--- src/aoic_pkg.sv ---
// package: constants, types and helpers of the analog output image conditioner
package aoic_pkg;

  // clock and strobe timing
  localparam int CLK_MHZ = 50;
  localparam int STB_NS  = 40;
  localparam int STB_CYC = (STB_NS * CLK_MHZ + 999) / 1000;

  // channel geometry
  localparam int NCH     = 8;
  localparam int IMG_W   = 12;
  localparam int MSG_W   = 128;

  // wishbone byte addresses
  localparam logic [7:0] A_CTRL = 8'h00;
  localparam logic [7:0] A_STAT = 8'h04;
  localparam logic [1:0] A_PAR  = 2'h1;

  // control and status fields
  localparam int CTRL_SCAN = 0;
  localparam int CTRL_LOST = 1;
  localparam logic [1:0] CTRL_RST = 2'h0;
  localparam int ST_READY = 0;
  localparam int ST_BUSY  = 1;
  localparam int ST_STRAP = 2;
  localparam int ST_MODE  = 5;

  // table memory layout
  localparam logic [4:0] M_OFS  = 5'h00;
  localparam logic [4:0] M_GAIN = 5'h08;
  localparam logic [4:0] M_ZT   = 5'h10;
  localparam logic [4:0] M_GT   = 5'h18;

  // strap bit positions, a low pin means the jumper is installed
  localparam int JB_A = 0;
  localparam int JB_B = 1;
  localparam int JB_J = 2;

  // codes
  localparam logic [11:0] CODE_MAX     = 12'hfff;
  localparam logic [11:0] CODE_MIN     = 12'h000;
  localparam logic [15:0] STD_ZERO_DEF = 16'h0333;
  localparam logic [15:0] STD_GAIN_DEF = 16'h0fff;

  typedef enum logic [2:0] {
    FS_HIGH = 3'b001,
    FS_LOW  = 3'b010,
    FS_HOLD = 3'b100
  } aoic_fs_t;

  typedef struct packed {
    logic [7:0] data;
    logic       hstb_n;
    logic [7:0] sel_n;
  } aoic_dac_t;

  typedef struct packed {
    logic [7:0] data;
    logic       oe_n;
  } aoic_jmp_t;

  localparam aoic_dac_t DAC_RST = '{data: 8'h00, hstb_n: 1'b1, sel_n: 8'hff};
  localparam aoic_jmp_t JMP_RST = '{data: 8'h00, oe_n: 1'b1};

  // straps a and b pick the mode; none or both installed means hold
  function automatic aoic_fs_t fs_decode(input logic a_n, input logic b_n);
    if (!a_n && b_n) begin
      return FS_HIGH;
    end else if (a_n && !b_n) begin
      return FS_LOW;
    end
    return FS_HOLD;
  endfunction

  function automatic logic [11:0] clamp12(input logic signed [19:0] v);
    if (v < 0) begin
      return CODE_MIN;
    end else if (v > 20'sh00fff) begin
      return CODE_MAX;
    end
    return v[11:0];
  endfunction

  function automatic logic [15:0] justify(input logic left, input logic [11:0] c);
    return left ? {c, 4'h0} : {4'h0, c};
  endfunction

endpackage

--- src/aoic_mem.sv ---
// single port table memory with registered read data
`timescale 1ns/1ps
`default_nettype none
module aoic_mem #(
  parameter int W  = 16,
  parameter int D  = 32,
  parameter int AW = 5
) (
  // clock
  input  wire logic          clk_i,
  // port
  input  wire logic          we_i,
  input  wire logic [AW-1:0] addr_i,
  input  wire logic [W-1:0]  wdata_i,
  output logic      [W-1:0]  rdata_o
);
  logic [W-1:0] mem_q [D];

  always_ff @(posedge clk_i) begin
    if (we_i) begin
      mem_q[addr_i] <= wdata_i;
    end
  end

  always_ff @(posedge clk_i) begin
    rdata_o <= mem_q[addr_i];
  end
endmodule
`default_nettype wire

--- src/aoic_top.sv ---
// analog output image conditioner: calibration, clamp, justify, converter loading, straps
// How it works
// - each of three straps reaches its own bit of the 8-bit jumper buffer
// - jumper buffer drives the data bus only while port select and read are low
// - straps choose one failsafe behaviour: drive high, drive low or hold
// - justify strap installed: 12-bit code moves up four bits
// - justify strap absent: code goes out unshifted, right justified
// - 16-bit converter word: code high with low nibble spare, or low
// - negative results become zero, results above 0fff become 0fff, no flag
// - zero table entry is the standard zero code plus channel offset
// - gain table entry is the standard gain code plus channel gain
// - tables are built from stored parameters on first scan entry, before output
// - images are calibrated before strobing, except with link lost in drive high or low mode, when fff or 000 is strobed
// - eight identical channels, each with its own 12-bit converter
// - an update carries eight images in sixteen bytes, all read each time
// - a normal update moves all eight images into the scan work buffer
// - high byte goes first with a common strobe, then the low byte
// - low byte write selects one converter from a three-bit channel code
// - conversion starts when the channel select returns high
//
// Our own choices: the register offsets and the Wishbone interface to the registers.
`timescale 1ns/1ps
`default_nettype none
module aoic_top
  import aoic_pkg::*;
#(
  parameter logic [15:0] STD_ZERO = STD_ZERO_DEF,
  parameter logic [15:0] STD_GAIN = STD_GAIN_DEF
) (
  // clock and reset
  input  wire logic              clk_i,
  input  wire logic              rst_i,
  // wishbone slave
  input  wire logic              wb_cyc_i,
  input  wire logic              wb_stb_i,
  input  wire logic              wb_we_i,
  input  wire logic [7:0]        wb_adr_i,
  input  wire logic [3:0]        wb_sel_i,
  input  wire logic [31:0]       wb_dat_i,
  output logic      [31:0]       wb_dat_o,
  output logic                   wb_ack_o,
  // update message from the controller link
  input  wire logic              msg_valid_i,
  input  wire logic [MSG_W-1:0]  msg_data_i,
  // straps and local processor read port
  input  wire logic [2:0]        strap_n_i,
  input  wire logic              port_select_low_line_i,
  input  wire logic              proc_rd_n_i,
  output aoic_jmp_t              jmp_o,
  // converter bus and failsafe controls
  output aoic_dac_t              dac_o,
  output logic                   failsafe_level_ctl_o,
  output logic                   failsafe_hold_ctl_o
);

  typedef enum logic [11:0] {
    S_IDLE = 12'h001, S_BOFS = 12'h002, S_BGN = 12'h004, S_BWZ = 12'h008,
    S_BWG  = 12'h010, S_RZ   = 12'h020, S_RG  = 12'h040, S_CALC = 12'h080,
    S_HI   = 12'h100, S_HSTB = 12'h200, S_LO  = 12'h400, S_SEL  = 12'h800
  } aoic_st_t;

  aoic_st_t          st_q;
  logic [2:0]        ch_q;
  logic [1:0]        cnt_q;
  logic [4:0]        sync1_q;
  logic [4:0]        sync2_q;
  logic [1:0]        ctrl_q;
  logic              lost_d_q;
  logic              pend_q;
  logic              tready_q;
  logic              wb_stage_q;
  logic [11:0]       img_q [NCH];
  logic [15:0]       a_q;
  logic [15:0]       b_q;
  logic signed [19:0] raw_q;
  logic [11:0]       code_q;
  logic [15:0]       word_q;
  logic              forced_q;
  aoic_fs_t          mode;
  logic              lost;
  logic              wb_req;
  logic              is_par;
  logic              wb_hold;
  logic              wb_mem;
  logic              mem_we;
  logic [4:0]        mem_addr;
  logic [15:0]       mem_wdata;
  logic [15:0]       mem_rdata;
  logic [4:0]        fsm_addr;
  logic signed [16:0] z_s;
  logic signed [17:0] span;
  logic signed [30:0] prod;
  logic signed [19:0] raw_d;
  logic              step_done;

  ////////////////////////////////////////////////////////////////////////////
  // pin synchronisers: {rd_n, port select, straps}

  always_ff @(posedge clk_i) begin
    if (rst_i) begin
      sync1_q <= 5'h1f;
      sync2_q <= 5'h1f;
    end else begin
      sync1_q <= {proc_rd_n_i, port_select_low_line_i, strap_n_i};
      sync2_q <= sync1_q;
    end
  end

  assign mode = fs_decode(sync2_q[JB_A], sync2_q[JB_B]);
  assign lost = ctrl_q[CTRL_LOST];

  // jumper buffer, only driven during a local read with port select low
  always_ff @(posedge clk_i) begin
    if (rst_i) begin
      jmp_o <= JMP_RST;
    end else begin
      jmp_o.oe_n <= sync2_q[3] | sync2_q[4];
      jmp_o.data <= (sync2_q[3] | sync2_q[4]) ? 8'h00 : {5'h00, sync2_q[2:0]};
    end
  end

  always_ff @(posedge clk_i) begin
    if (rst_i) begin
      failsafe_level_ctl_o <= 1'b0;
      failsafe_hold_ctl_o  <= 1'b0;
    end else begin
      failsafe_level_ctl_o <= (mode == FS_HIGH);
      failsafe_hold_ctl_o  <= lost && (mode == FS_HOLD);
    end
  end

  ////////////////////////////////////////////////////////////////////////////
  // wishbone slave: an access answers on the second edge after stb; parameter accesses wait until the sequencer is idle

  assign wb_req  = wb_cyc_i & wb_stb_i & ~wb_ack_o;
  assign is_par  = (wb_adr_i[7:6] == A_PAR);
  assign wb_hold = wb_stage_q | (wb_req & is_par);
  assign wb_mem  = (st_q == S_IDLE);

  always_ff @(posedge clk_i) begin
    if (rst_i) begin
      wb_stage_q <= 1'b0;
      wb_ack_o   <= 1'b0;
      wb_dat_o   <= 32'h0000_0000;
    end else begin
      wb_ack_o <= 1'b0;
      if (wb_stage_q) begin
        wb_stage_q <= 1'b0;
        wb_ack_o   <= 1'b1;
        if (is_par) begin
          wb_dat_o <= {16'h0000, mem_rdata};
        end else if (wb_adr_i == A_CTRL) begin
          wb_dat_o <= {30'h0, ctrl_q};
        end else if (wb_adr_i == A_STAT) begin
          wb_dat_o <= {24'h0, mode, sync2_q[2:0], ~wb_mem, tready_q};
        end else begin
          wb_dat_o <= 32'h0000_0000;
        end
      end else if (wb_req && (!is_par || wb_mem)) begin
        wb_stage_q <= 1'b1;
      end
    end
  end

  always_ff @(posedge clk_i) begin
    if (rst_i) begin
      ctrl_q <= CTRL_RST;
    end else if (wb_req && !wb_stage_q && wb_we_i && wb_sel_i[0] && wb_adr_i == A_CTRL) begin
      ctrl_q <= wb_dat_i[1:0];
    end
  end

  ////////////////////////////////////////////////////////////////////////////
  // message intake and scan request

  always_ff @(posedge clk_i) begin
    if (rst_i) begin
      for (int i = 0; i < NCH; i++) begin
        img_q[i] <= 12'h000;
      end
    end else if (msg_valid_i) begin
      for (int i = 0; i < NCH; i++) begin
        img_q[i] <= {msg_data_i[16*i +: 4], msg_data_i[16*i+8 +: 8]};
      end
    end
  end

  // a new message or a fresh loss of link asks for a scan; set wins over clear
  always_ff @(posedge clk_i) begin
    if (rst_i) begin
      pend_q   <= 1'b0;
      lost_d_q <= 1'b0;
    end else begin
      lost_d_q <= lost;
      if (msg_valid_i || (lost && !lost_d_q)) begin
        pend_q <= 1'b1;
      end else if (st_q == S_IDLE && !wb_hold && tready_q) begin
        pend_q <= 1'b0;
      end
    end
  end

  ////////////////////////////////////////////////////////////////////////////
  // sequencer

  assign step_done = (cnt_q == 2'(STB_CYC - 1));

  always_ff @(posedge clk_i) begin
    if (rst_i) begin
      st_q     <= S_IDLE;
      ch_q     <= 3'h0;
      cnt_q    <= 2'h0;
      tready_q <= 1'b0;
    end else begin
      cnt_q <= 2'h0;
      case (st_q)
        S_IDLE: begin
          ch_q <= 3'h0;
          if (!wb_hold && ctrl_q[CTRL_SCAN] && !tready_q) begin
            st_q <= S_BOFS;
          end else if (!wb_hold && tready_q && pend_q && !(lost && mode == FS_HOLD)) begin
            st_q <= S_RZ;
          end
        end
        S_BOFS: st_q <= S_BGN;
        S_BGN:  st_q <= S_BWZ;
        S_BWZ:  st_q <= S_BWG;
        S_BWG: begin
          ch_q <= ch_q + 3'h1;
          if (ch_q == 3'(NCH - 1)) begin
            tready_q <= 1'b1;
            st_q     <= S_IDLE;
          end else begin
            st_q <= S_BOFS;
          end
        end
        S_RZ:   st_q <= S_RG;
        S_RG:   st_q <= S_CALC;
        S_CALC: st_q <= S_HI;
        S_HI:   st_q <= S_HSTB;
        S_HSTB: begin
          cnt_q <= cnt_q + 2'h1;
          if (step_done) begin
            cnt_q <= 2'h0;
            st_q  <= S_LO;
          end
        end
        S_LO:   st_q <= S_SEL;
        S_SEL: begin
          cnt_q <= cnt_q + 2'h1;
          if (step_done) begin
            cnt_q <= 2'h0;
            ch_q  <= ch_q + 3'h1;
            st_q  <= (ch_q == 3'(NCH - 1)) ? S_IDLE : S_RZ;
          end
        end
        default: st_q <= S_IDLE;
      endcase
    end
  end

  ////////////////////////////////////////////////////////////////////////////
  // table memory port, shared with software parameter access while idle

  always_comb begin
    fsm_addr = 5'h00;
    case (st_q)
      S_BOFS:      fsm_addr = M_OFS + {2'b00, ch_q};
      S_BGN:       fsm_addr = M_GAIN + {2'b00, ch_q};
      S_BWZ, S_RZ: fsm_addr = M_ZT + {2'b00, ch_q};
      S_BWG, S_RG: fsm_addr = M_GT + {2'b00, ch_q};
      default:     fsm_addr = 5'h00;
    endcase
  end

  assign mem_addr  = wb_mem ? {1'b0, wb_adr_i[5:2]} : fsm_addr;
  assign mem_we    = wb_mem ? (wb_req & ~wb_stage_q & is_par & wb_we_i & (&wb_sel_i[1:0]))
                            : (st_q == S_BWZ || st_q == S_BWG);
  assign mem_wdata = wb_mem ? wb_dat_i[15:0]
                            : (st_q == S_BWZ) ? 16'(STD_ZERO + a_q) : 16'(STD_GAIN + b_q);

  aoic_mem #(
    .W  (16),
    .D  (32),
    .AW (5)
  ) u_mem (
    .clk_i   (clk_i),
    .we_i    (mem_we),
    .addr_i  (mem_addr),
    .wdata_i (mem_wdata),
    .rdata_o (mem_rdata)
  );

  ////////////////////////////////////////////////////////////////////////////
  // calibration datapath

  assign z_s   = {a_q[15], a_q};
  assign span  = 18'(signed'({mem_rdata[15], mem_rdata})) - 18'(z_s);
  assign prod  = 31'(signed'({1'b0, img_q[ch_q]})) * 31'(span);
  assign raw_d = 20'(z_s) + 20'(prod >>> 12);

  always_ff @(posedge clk_i) begin
    if (rst_i) begin
      a_q      <= 16'h0000;
      b_q      <= 16'h0000;
      raw_q    <= 20'sh00000;
      code_q   <= 12'h000;
      forced_q <= 1'b0;
    end else begin
      if (st_q == S_BGN || st_q == S_RG) begin
        a_q <= mem_rdata;
      end
      if (st_q == S_BWZ) begin
        b_q <= mem_rdata;
      end
      if (st_q == S_CALC) begin
        raw_q    <= raw_d;
        forced_q <= lost && mode != FS_HOLD;
        if (lost && mode == FS_HIGH) begin
          code_q <= CODE_MAX;
        end else if (lost && mode == FS_LOW) begin
          code_q <= CODE_MIN;
        end else begin
          code_q <= clamp12(raw_d);
        end
      end
    end
  end

  // justification is applied to the calibrated code, never the raw image
  assign word_q = justify(~sync2_q[JB_J], code_q);

  ////////////////////////////////////////////////////////////////////////////
  // converter bus

  always_ff @(posedge clk_i) begin
    if (rst_i) begin
      dac_o <= DAC_RST;
    end else begin
      if (st_q == S_HI) begin
        dac_o.data <= word_q[15:8];
      end else if (st_q == S_LO) begin
        dac_o.data <= word_q[7:0];
      end
      dac_o.hstb_n <= (st_q != S_HSTB);
      dac_o.sel_n  <= (st_q == S_SEL) ? ~(8'h01 << ch_q) : 8'hff;
    end
  end
endmodule
`default_nettype wire

--- config.mk ---
export PLATFORM = sky130hd
export DESIGN_NAME = aoic_top
export DESIGN_NICKNAME = d
export VERILOG_FILES = /design/src/aoic_pkg.sv /design/src/aoic_mem.sv /design/src/aoic_top.sv
export SDC_FILE = /design/constraint.sdc
export NUM_CORES = 2
export LEC_CHECK = 0
export ABC_AREA = 1
export BUFFER_PORTS_ARGS = -buffer_cell sky130_fd_sc_hd__buf_2
export CAP_MARGIN = 20
export CORE_ASPECT_RATIO = 2
export CORE_MARGIN = 2
export CORE_UTILIZATION = 50
export CTS_CLUSTER_DIAMETER = 60
export CTS_CLUSTER_SIZE = 25
export DETAILED_ROUTE_END_ITERATION = 12
export PLACE_DENSITY = 0.72
export SKIP_CTS_REPAIR_TIMING = 1
export SLEW_MARGIN = 20
export SYNTH_ARGS = -nofsm -noshare
export SYNTH_HDL_FRONTEND = slang
export SYNTH_SLANG_ARGS = --single-unit
--- constraint.sdc ---
create_clock -name clk_i -period 25.2 [get_ports clk_i]
set_input_delay 1.26 -clock clk_i [delete_from_list [all_inputs] [get_ports clk_i]]
set_output_delay 1.26 -clock clk_i [all_outputs]
set_load 0.1 [all_outputs]
* Word level (Yosys, flattened, before mapping)
Memory sizes are Yosys's and may differ from the RTL's. A register that Yosys moved wholly into a read port is not among the register bits. Index checks and enable logic that the tools add are counted. W data, S select, Z words.
Storage, ports and cells: RAM bits 608, word-level logic and storage cells 186, memories kept 2, register bits after elaboration 138, output and inout port bits 61
Cells by class: multipliers 1, multiplexer cells 57, equality and inequality tests 23, bitwise gates (word level) 23, order comparisons 2, shifts and indexed selects 1, add/subtract/negate cells 9, reduce and logical (&&, ||, !) cells 45
Memories:
- u_mem.mem_q | depth 32, width 16, read ports 1, clocked after Yosys merged registers in 1, write ports 1, line aoic_mem.sv:17 | logic [W-1:0] mem_q [D];
- img_q | depth 8, width 12, read ports 1, clocked after Yosys merged registers in 1, write ports 8, line aoic_top.sv:72 | logic [11:0] img_q [NCH];
Operators with widths (count):
- $mux W12 | 17
- $pmux W12 S12 | 1
- $mux W16 | 4
- $mux W8 | 4
- $mul A13 B17 Y30 | 1
- $mux W1 | 20
- $pmux W5 S4 | 1
- $add A16 B18 Y19 | 1
- $gt A19 B13 Y1 const B | 1
- $lt A19 B1 Y1 const B | 1
- $logic_and A1 B1 Y1 | 18
- $mux W3 | 6
- $sub A16 B16 Y17 | 1
- $add A10 B16 Y16 const A | 1
- $add A12 B16 Y16 const A | 1
- $eq A12 B1 Y1 const B | 1
- $eq A12 B10 Y1 const B | 1
- $eq A12 B11 Y1 const B | 1
- $eq A12 B12 Y1 const B | 1
- $eq A12 B2 Y1 const B | 1
- $eq A12 B3 Y1 const B | 1
- $eq A12 B4 Y1 const B | 1
- $eq A12 B5 Y1 const B | 1
- $eq A12 B6 Y1 const B | 1
- 34 further kinds | 74

* Depth between registers and ports, before layout
word-level depth 14, depth in mapped cells 50, mapped depth without buffers 49

* Cells and area by module
Synthesis repeated with hierarchy kept, for this count alone.
Unflattened totals: cell total of the unflattened synthesis 4652, area, all modules 41753.8 um2
Modules (own cells, without submodules):
- aoic_mem | cells an instance 2074, area an instance 21919.8 um2, sequential area each 15695.1 um2, instances 1
- aoic_top | cells an instance 2578, area an instance 19834.0 um2, sequential area each 5285.1 um2, instances 1

* Worst setup path before layout
OpenSTA, ideal clock, no wires.
path kind register to register, start point register u_mem.rdata_o[0] (read register of u_mem.mem_q), end point register code_q[10], required time 25072 ps, arrival time 7782 ps, setup slack 17290 ps, stages on the path, launching flop included 40, cell sequence dfxtp_1 inv_1 ha_1 fa_1 o21ai_0 nand3_1 o2111ai_1 nand2_1 nand4_1 nand2_1 nor2_1 inv_1 fa_1 fa_1 inv_1 fa_1 fa_1 inv_1 [... 4 more ...] inv_1 a21oi_1 nand2_1 a21oi_1 nand2_1 xor2_1 ha_1 a21oi_1 o21ai_0 a21oi_1 nand2_1 nand2_1 nand2_1 nor3_1 clkbuf_1 nand3_1 nand2_1 a21oi_1
Between the ends: longest elaborated chain between the ends 13, elaborated cells between the ends (all ways) 15
Ends and longest elaborated chain:
- start, declared | line aoic_mem.sv:15 | output logic [W-1:0] rdata_o
- $sub A16 B16 Y17 * | line aoic_top.sv:298 | assign span = 18'(signed'({mem_rdata[15], mem_rdata})) - 18'(z_s);
- $mul A13 B17 Y30 * | line aoic_top.sv:299 | assign prod = 31'(signed'({1'b0, img_q[ch_q]})) * 31'(span);
- $add A16 B18 Y19 * | line aoic_top.sv:300 | assign raw_d = 20'(z_s) + 20'(prod >>> 12);
- $gt A19 B13 Y1 | line aoic_pkg.sv:78 | end else if (v > 20'sh00fff) begin
- $mux W1 | line aoic_pkg.sv:78
- $mux W1 | line aoic_pkg.sv:76 | if (v < 0) begin
- $mux W1 | line aoic_top.sv:321 | end else if (lost && mode == FS_LOW) begin
- $mux W1 | line aoic_top.sv:319 | if (lost && mode == FS_HIGH) begin
- $mux W1 | line aoic_top.sv:316 | if (st_q == S_CALC) begin
- $mux W1 | line aoic_top.sv:303 | if (rst_i) begin
- $mux W12 * | line aoic_pkg.sv:81 | return v[11:0];
- $mux W12 * | line aoic_top.sv:321
- $mux W12 * | line aoic_top.sv:319
- end signal, assigned | line aoic_top.sv:324 | code_q <= clamp12(raw_d);
- end, declared | line aoic_top.sv:76 | logic [11:0] code_q;
Every way passes the cells marked *; elsewhere a longest branch is shown, timed or not. The select of a mux whose other input is x is not followed. A chain may end at the register's enable or synchronous reset.

==> results.yml <==
logic_synthesis:
  syn_avg_cell_area_um2: 9.65
  synth_most_common_cell: "nand2_1"
  yosysTopAreaCellShare: 0.449
  synth-seq-area-share: 0.516
  syn_area_um2: 40600
  async_reset_ff_frac: 0
  synthSimpleGateAreaFrac: 0.205
  synthTopCellsByCount: "nand2_1, edfxtp_1, nand3_1"
  synth_xor_area_frac: 0.0121
  synth.distinct_cells: 62
  ys_top_cells_by_area: "edfxtp_1, fa_1, nand2_1, nand3_1, dfxtp_1"
  synth_edf_count: 608
  synthAdderAreaFrac: 0.127
  yosysWarnings: 0
  yosys.area.top_type: "edfxtp_1"
  synth-main-ff-cell: "edfxtp_1"
  synth_compound_area_frac: 0.0616
  muxShareOfSynthArea: 0
  synth_top_family_by_area: "simple AND/OR/NAND/NOR gates"
  syn_inst: 4211
  ys_seq_elements: 744
outcome:
  status: "finished clean"
die:
  die_x_um: 206
  core_um2: 80400
  die_h_um: 407
  rows: 147
  die_area_um2: 83700
  initial_utilization: 0.506
  io_pins: 244
route:
  drt_wl_total_um: 119000
  wl_per_cell_um: 22.2
  viasPerCell: 5.69
  drt_first_pass_iters: 6
  final_antenna_net_count: 0
  num_vias: 30600
  drc: 0
  drtIter0Drc: 2710
critical_path:
  crit_path_end_kind: "register"
  critPathSlowestCell: "clkinv_1"
  crit_type: "reg2reg"
  crit_family: "adder cells"
  reg2reg_depth: 34
  critPathArrivalTime_ns: 10.98
  r2r_slack_ns: 14.69
  cpPeakStageDelay_ns: 0.89
  path_depth: 34
  crit_fanout: 50
  cp_num_buf_inv: 8
  crit_path_start_kind: "register"
  crit_required_ns: 25.67
  endpoint: "code_q[2]"
  rr_endpoint: "code_q[2]"
clock_tree:
  clock_path_buffers: 3
  tritoncts: "built"
  htreeDepth: 2
  root_buffer: "clkbuf_16"
  clk_latency_ns: 0.62
  numCtsBuffers: 39
  clkSinkCount: 744
  cts.reportedPaths.clkPinSlew_ns: 0.09
job:
  drv_cap: 0
sta:
  relSlewSlack: 0.262
  setup_tns_ns: 0
  skew_ns: 0.0445
  worst_slew_pin_slew_ns: 1.10
  maxSlewViolCount: 0
  finalCriticalPeriod_ns: 10.51
  setup_viol: 0
  hold_viol_final: 0
  rsz0062_at_grt: "false"
  max_clock_freq_mhz: 95.1
  fin_crit_sh: 0.417
cells_and_area:
  drive_gt1_frac: 0.0919
  ff_latch_area_um2: 21000
  final_cell_area_um2: 43700
  layout.nets: 4789
  fill_cells: 7108
  multi_input_area_um2: 16700
  final_util: 0.544
  area_growth_pct: 7.62
placed_design:
  dp_hpwl_um: 85600
  placed_cell_area_um2: 42500
  place_congestion: 0.954
  port_buffers: 172
global_route:
  grt_max_degree: 173
  grt_pass1_wl_um: 179000
  antenna_found_initial: 4
  grt_use_total: 0.286
  grt_pass1_vias: 30600
  grt_overflow: 0
hold_path:
  hold_path.class: "reg2reg"
==> per-stage QoR <==
step	hold slack, ns	setup WS (ns)	cells
after floorplan	0.389	17.29	4231
after global placement	0.396	14.58	5308
after detailed placement	0.397	14.90	5308
after CTS	0.423	14.86	5373
after global routing	0.427	13.89	5375
final	0.418	14.69	5376
==> layer usage <==
| metal | up-vias | GRT usage | share of wire |
|---|---|---|---|
| met1 | 14800 | 0.298 | 0.33 |
| met2 | 1252 | 0.504 | 0.51 |
| met3 | 390 | 0.0336 | 0.059 |
| li1 | 14100 | - | - |
| met5 | - | 0 | 0.00022 |
| met4 | 4 | 0.245 | 0.10 |
==> layout by cell type (no fill, tap or decap), drive strengths merged, types with 5 or more instances in the layout <==
cell	n
nor2	407
clkinv	12
o21ai	208
inv	555
o21a	9
o211ai	5
nor3	25
a31oi	12
nand4	66
ha	111
conb	21
nand2	775
xor2	29
o221ai	13
o22ai	10
a32o	12
edfxtp	608
fa	189
or2	39
clkbuf	51
xnor2	27
dfxtp	136
o21bai	5
a21oi	153
nand3	574
buf	245
==> cells by family after synthesis <==
family	Yosys count
AOI/OAI and AO/OA	446
xor gates and xnor gates	56
adders and majority gates	300
buffers and inverters	765
DFF	744
other	1
and+or+nand+nor	1899
==> cell type report <==
type | instances | area share
antenna | 3 | 0.000172
clock buffer | 51 | 0.0233
clock inverter | 14 | 0.00463
inverter | 554 | 0.0477
multi-input combinational | 2722 | 0.382
sequential | 744 | 0.480
tap | 1043 | 0.0298
timing repair buffer | 245 | 0.0325
==> how the worst min path moves through the flow <==
stage | end | slack [ns] | depth (start not counted) | start
3_5_place_dp | sync2_q[2] | 0.40 | 1 | sync1_q[2]
3_3_place_gp | sync2_q[2] | 0.40 | 1 | sync1_q[2]
4_1_cts | sync2_q[4] | 0.42 | 1 | sync1_q[4]
5_1_grt | sync2_q[2] | 0.43 | 1 | sync1_q[2]
2_1_floorplan | sync2_q[0] | 0.39 | 1 | sync1_q[0]
6_report | sync2_q[4] | 0.42 | 1 | sync1_q[4]
==> flip-flops by register name (all words and copies together), names as in the netlist, named ones only <==
| signal | count |
|---|---|
| u_mem.mem_q | 512 |
| img_q | 96 |
| dac_o | 17 |
| a_q | 16 |
| b_q | 16 |
| u_mem.rdata_o | 16 |
| wb_dat_o | 16 |
| code_q | 12 |
| st_q | 12 |
| sync1_q | 5 |
| sync2_q | 5 |
| jmp_o | 4 |
| ch_q | 3 |
| cnt_q | 2 |
| ctrl_q | 2 |
| failsafe_hold_ctl_o | 1 |
| failsafe_level_ctl_o | 1 |
| lost_d_q | 1 |
| pend_q | 1 |
| tready_q | 1 |
| wb_ack_o | 1 |
| wb_stage_q | 1 |
Power is not shown: default switching activity piles up to over one toggle a cycle in this logic, so the estimate is an artifact.
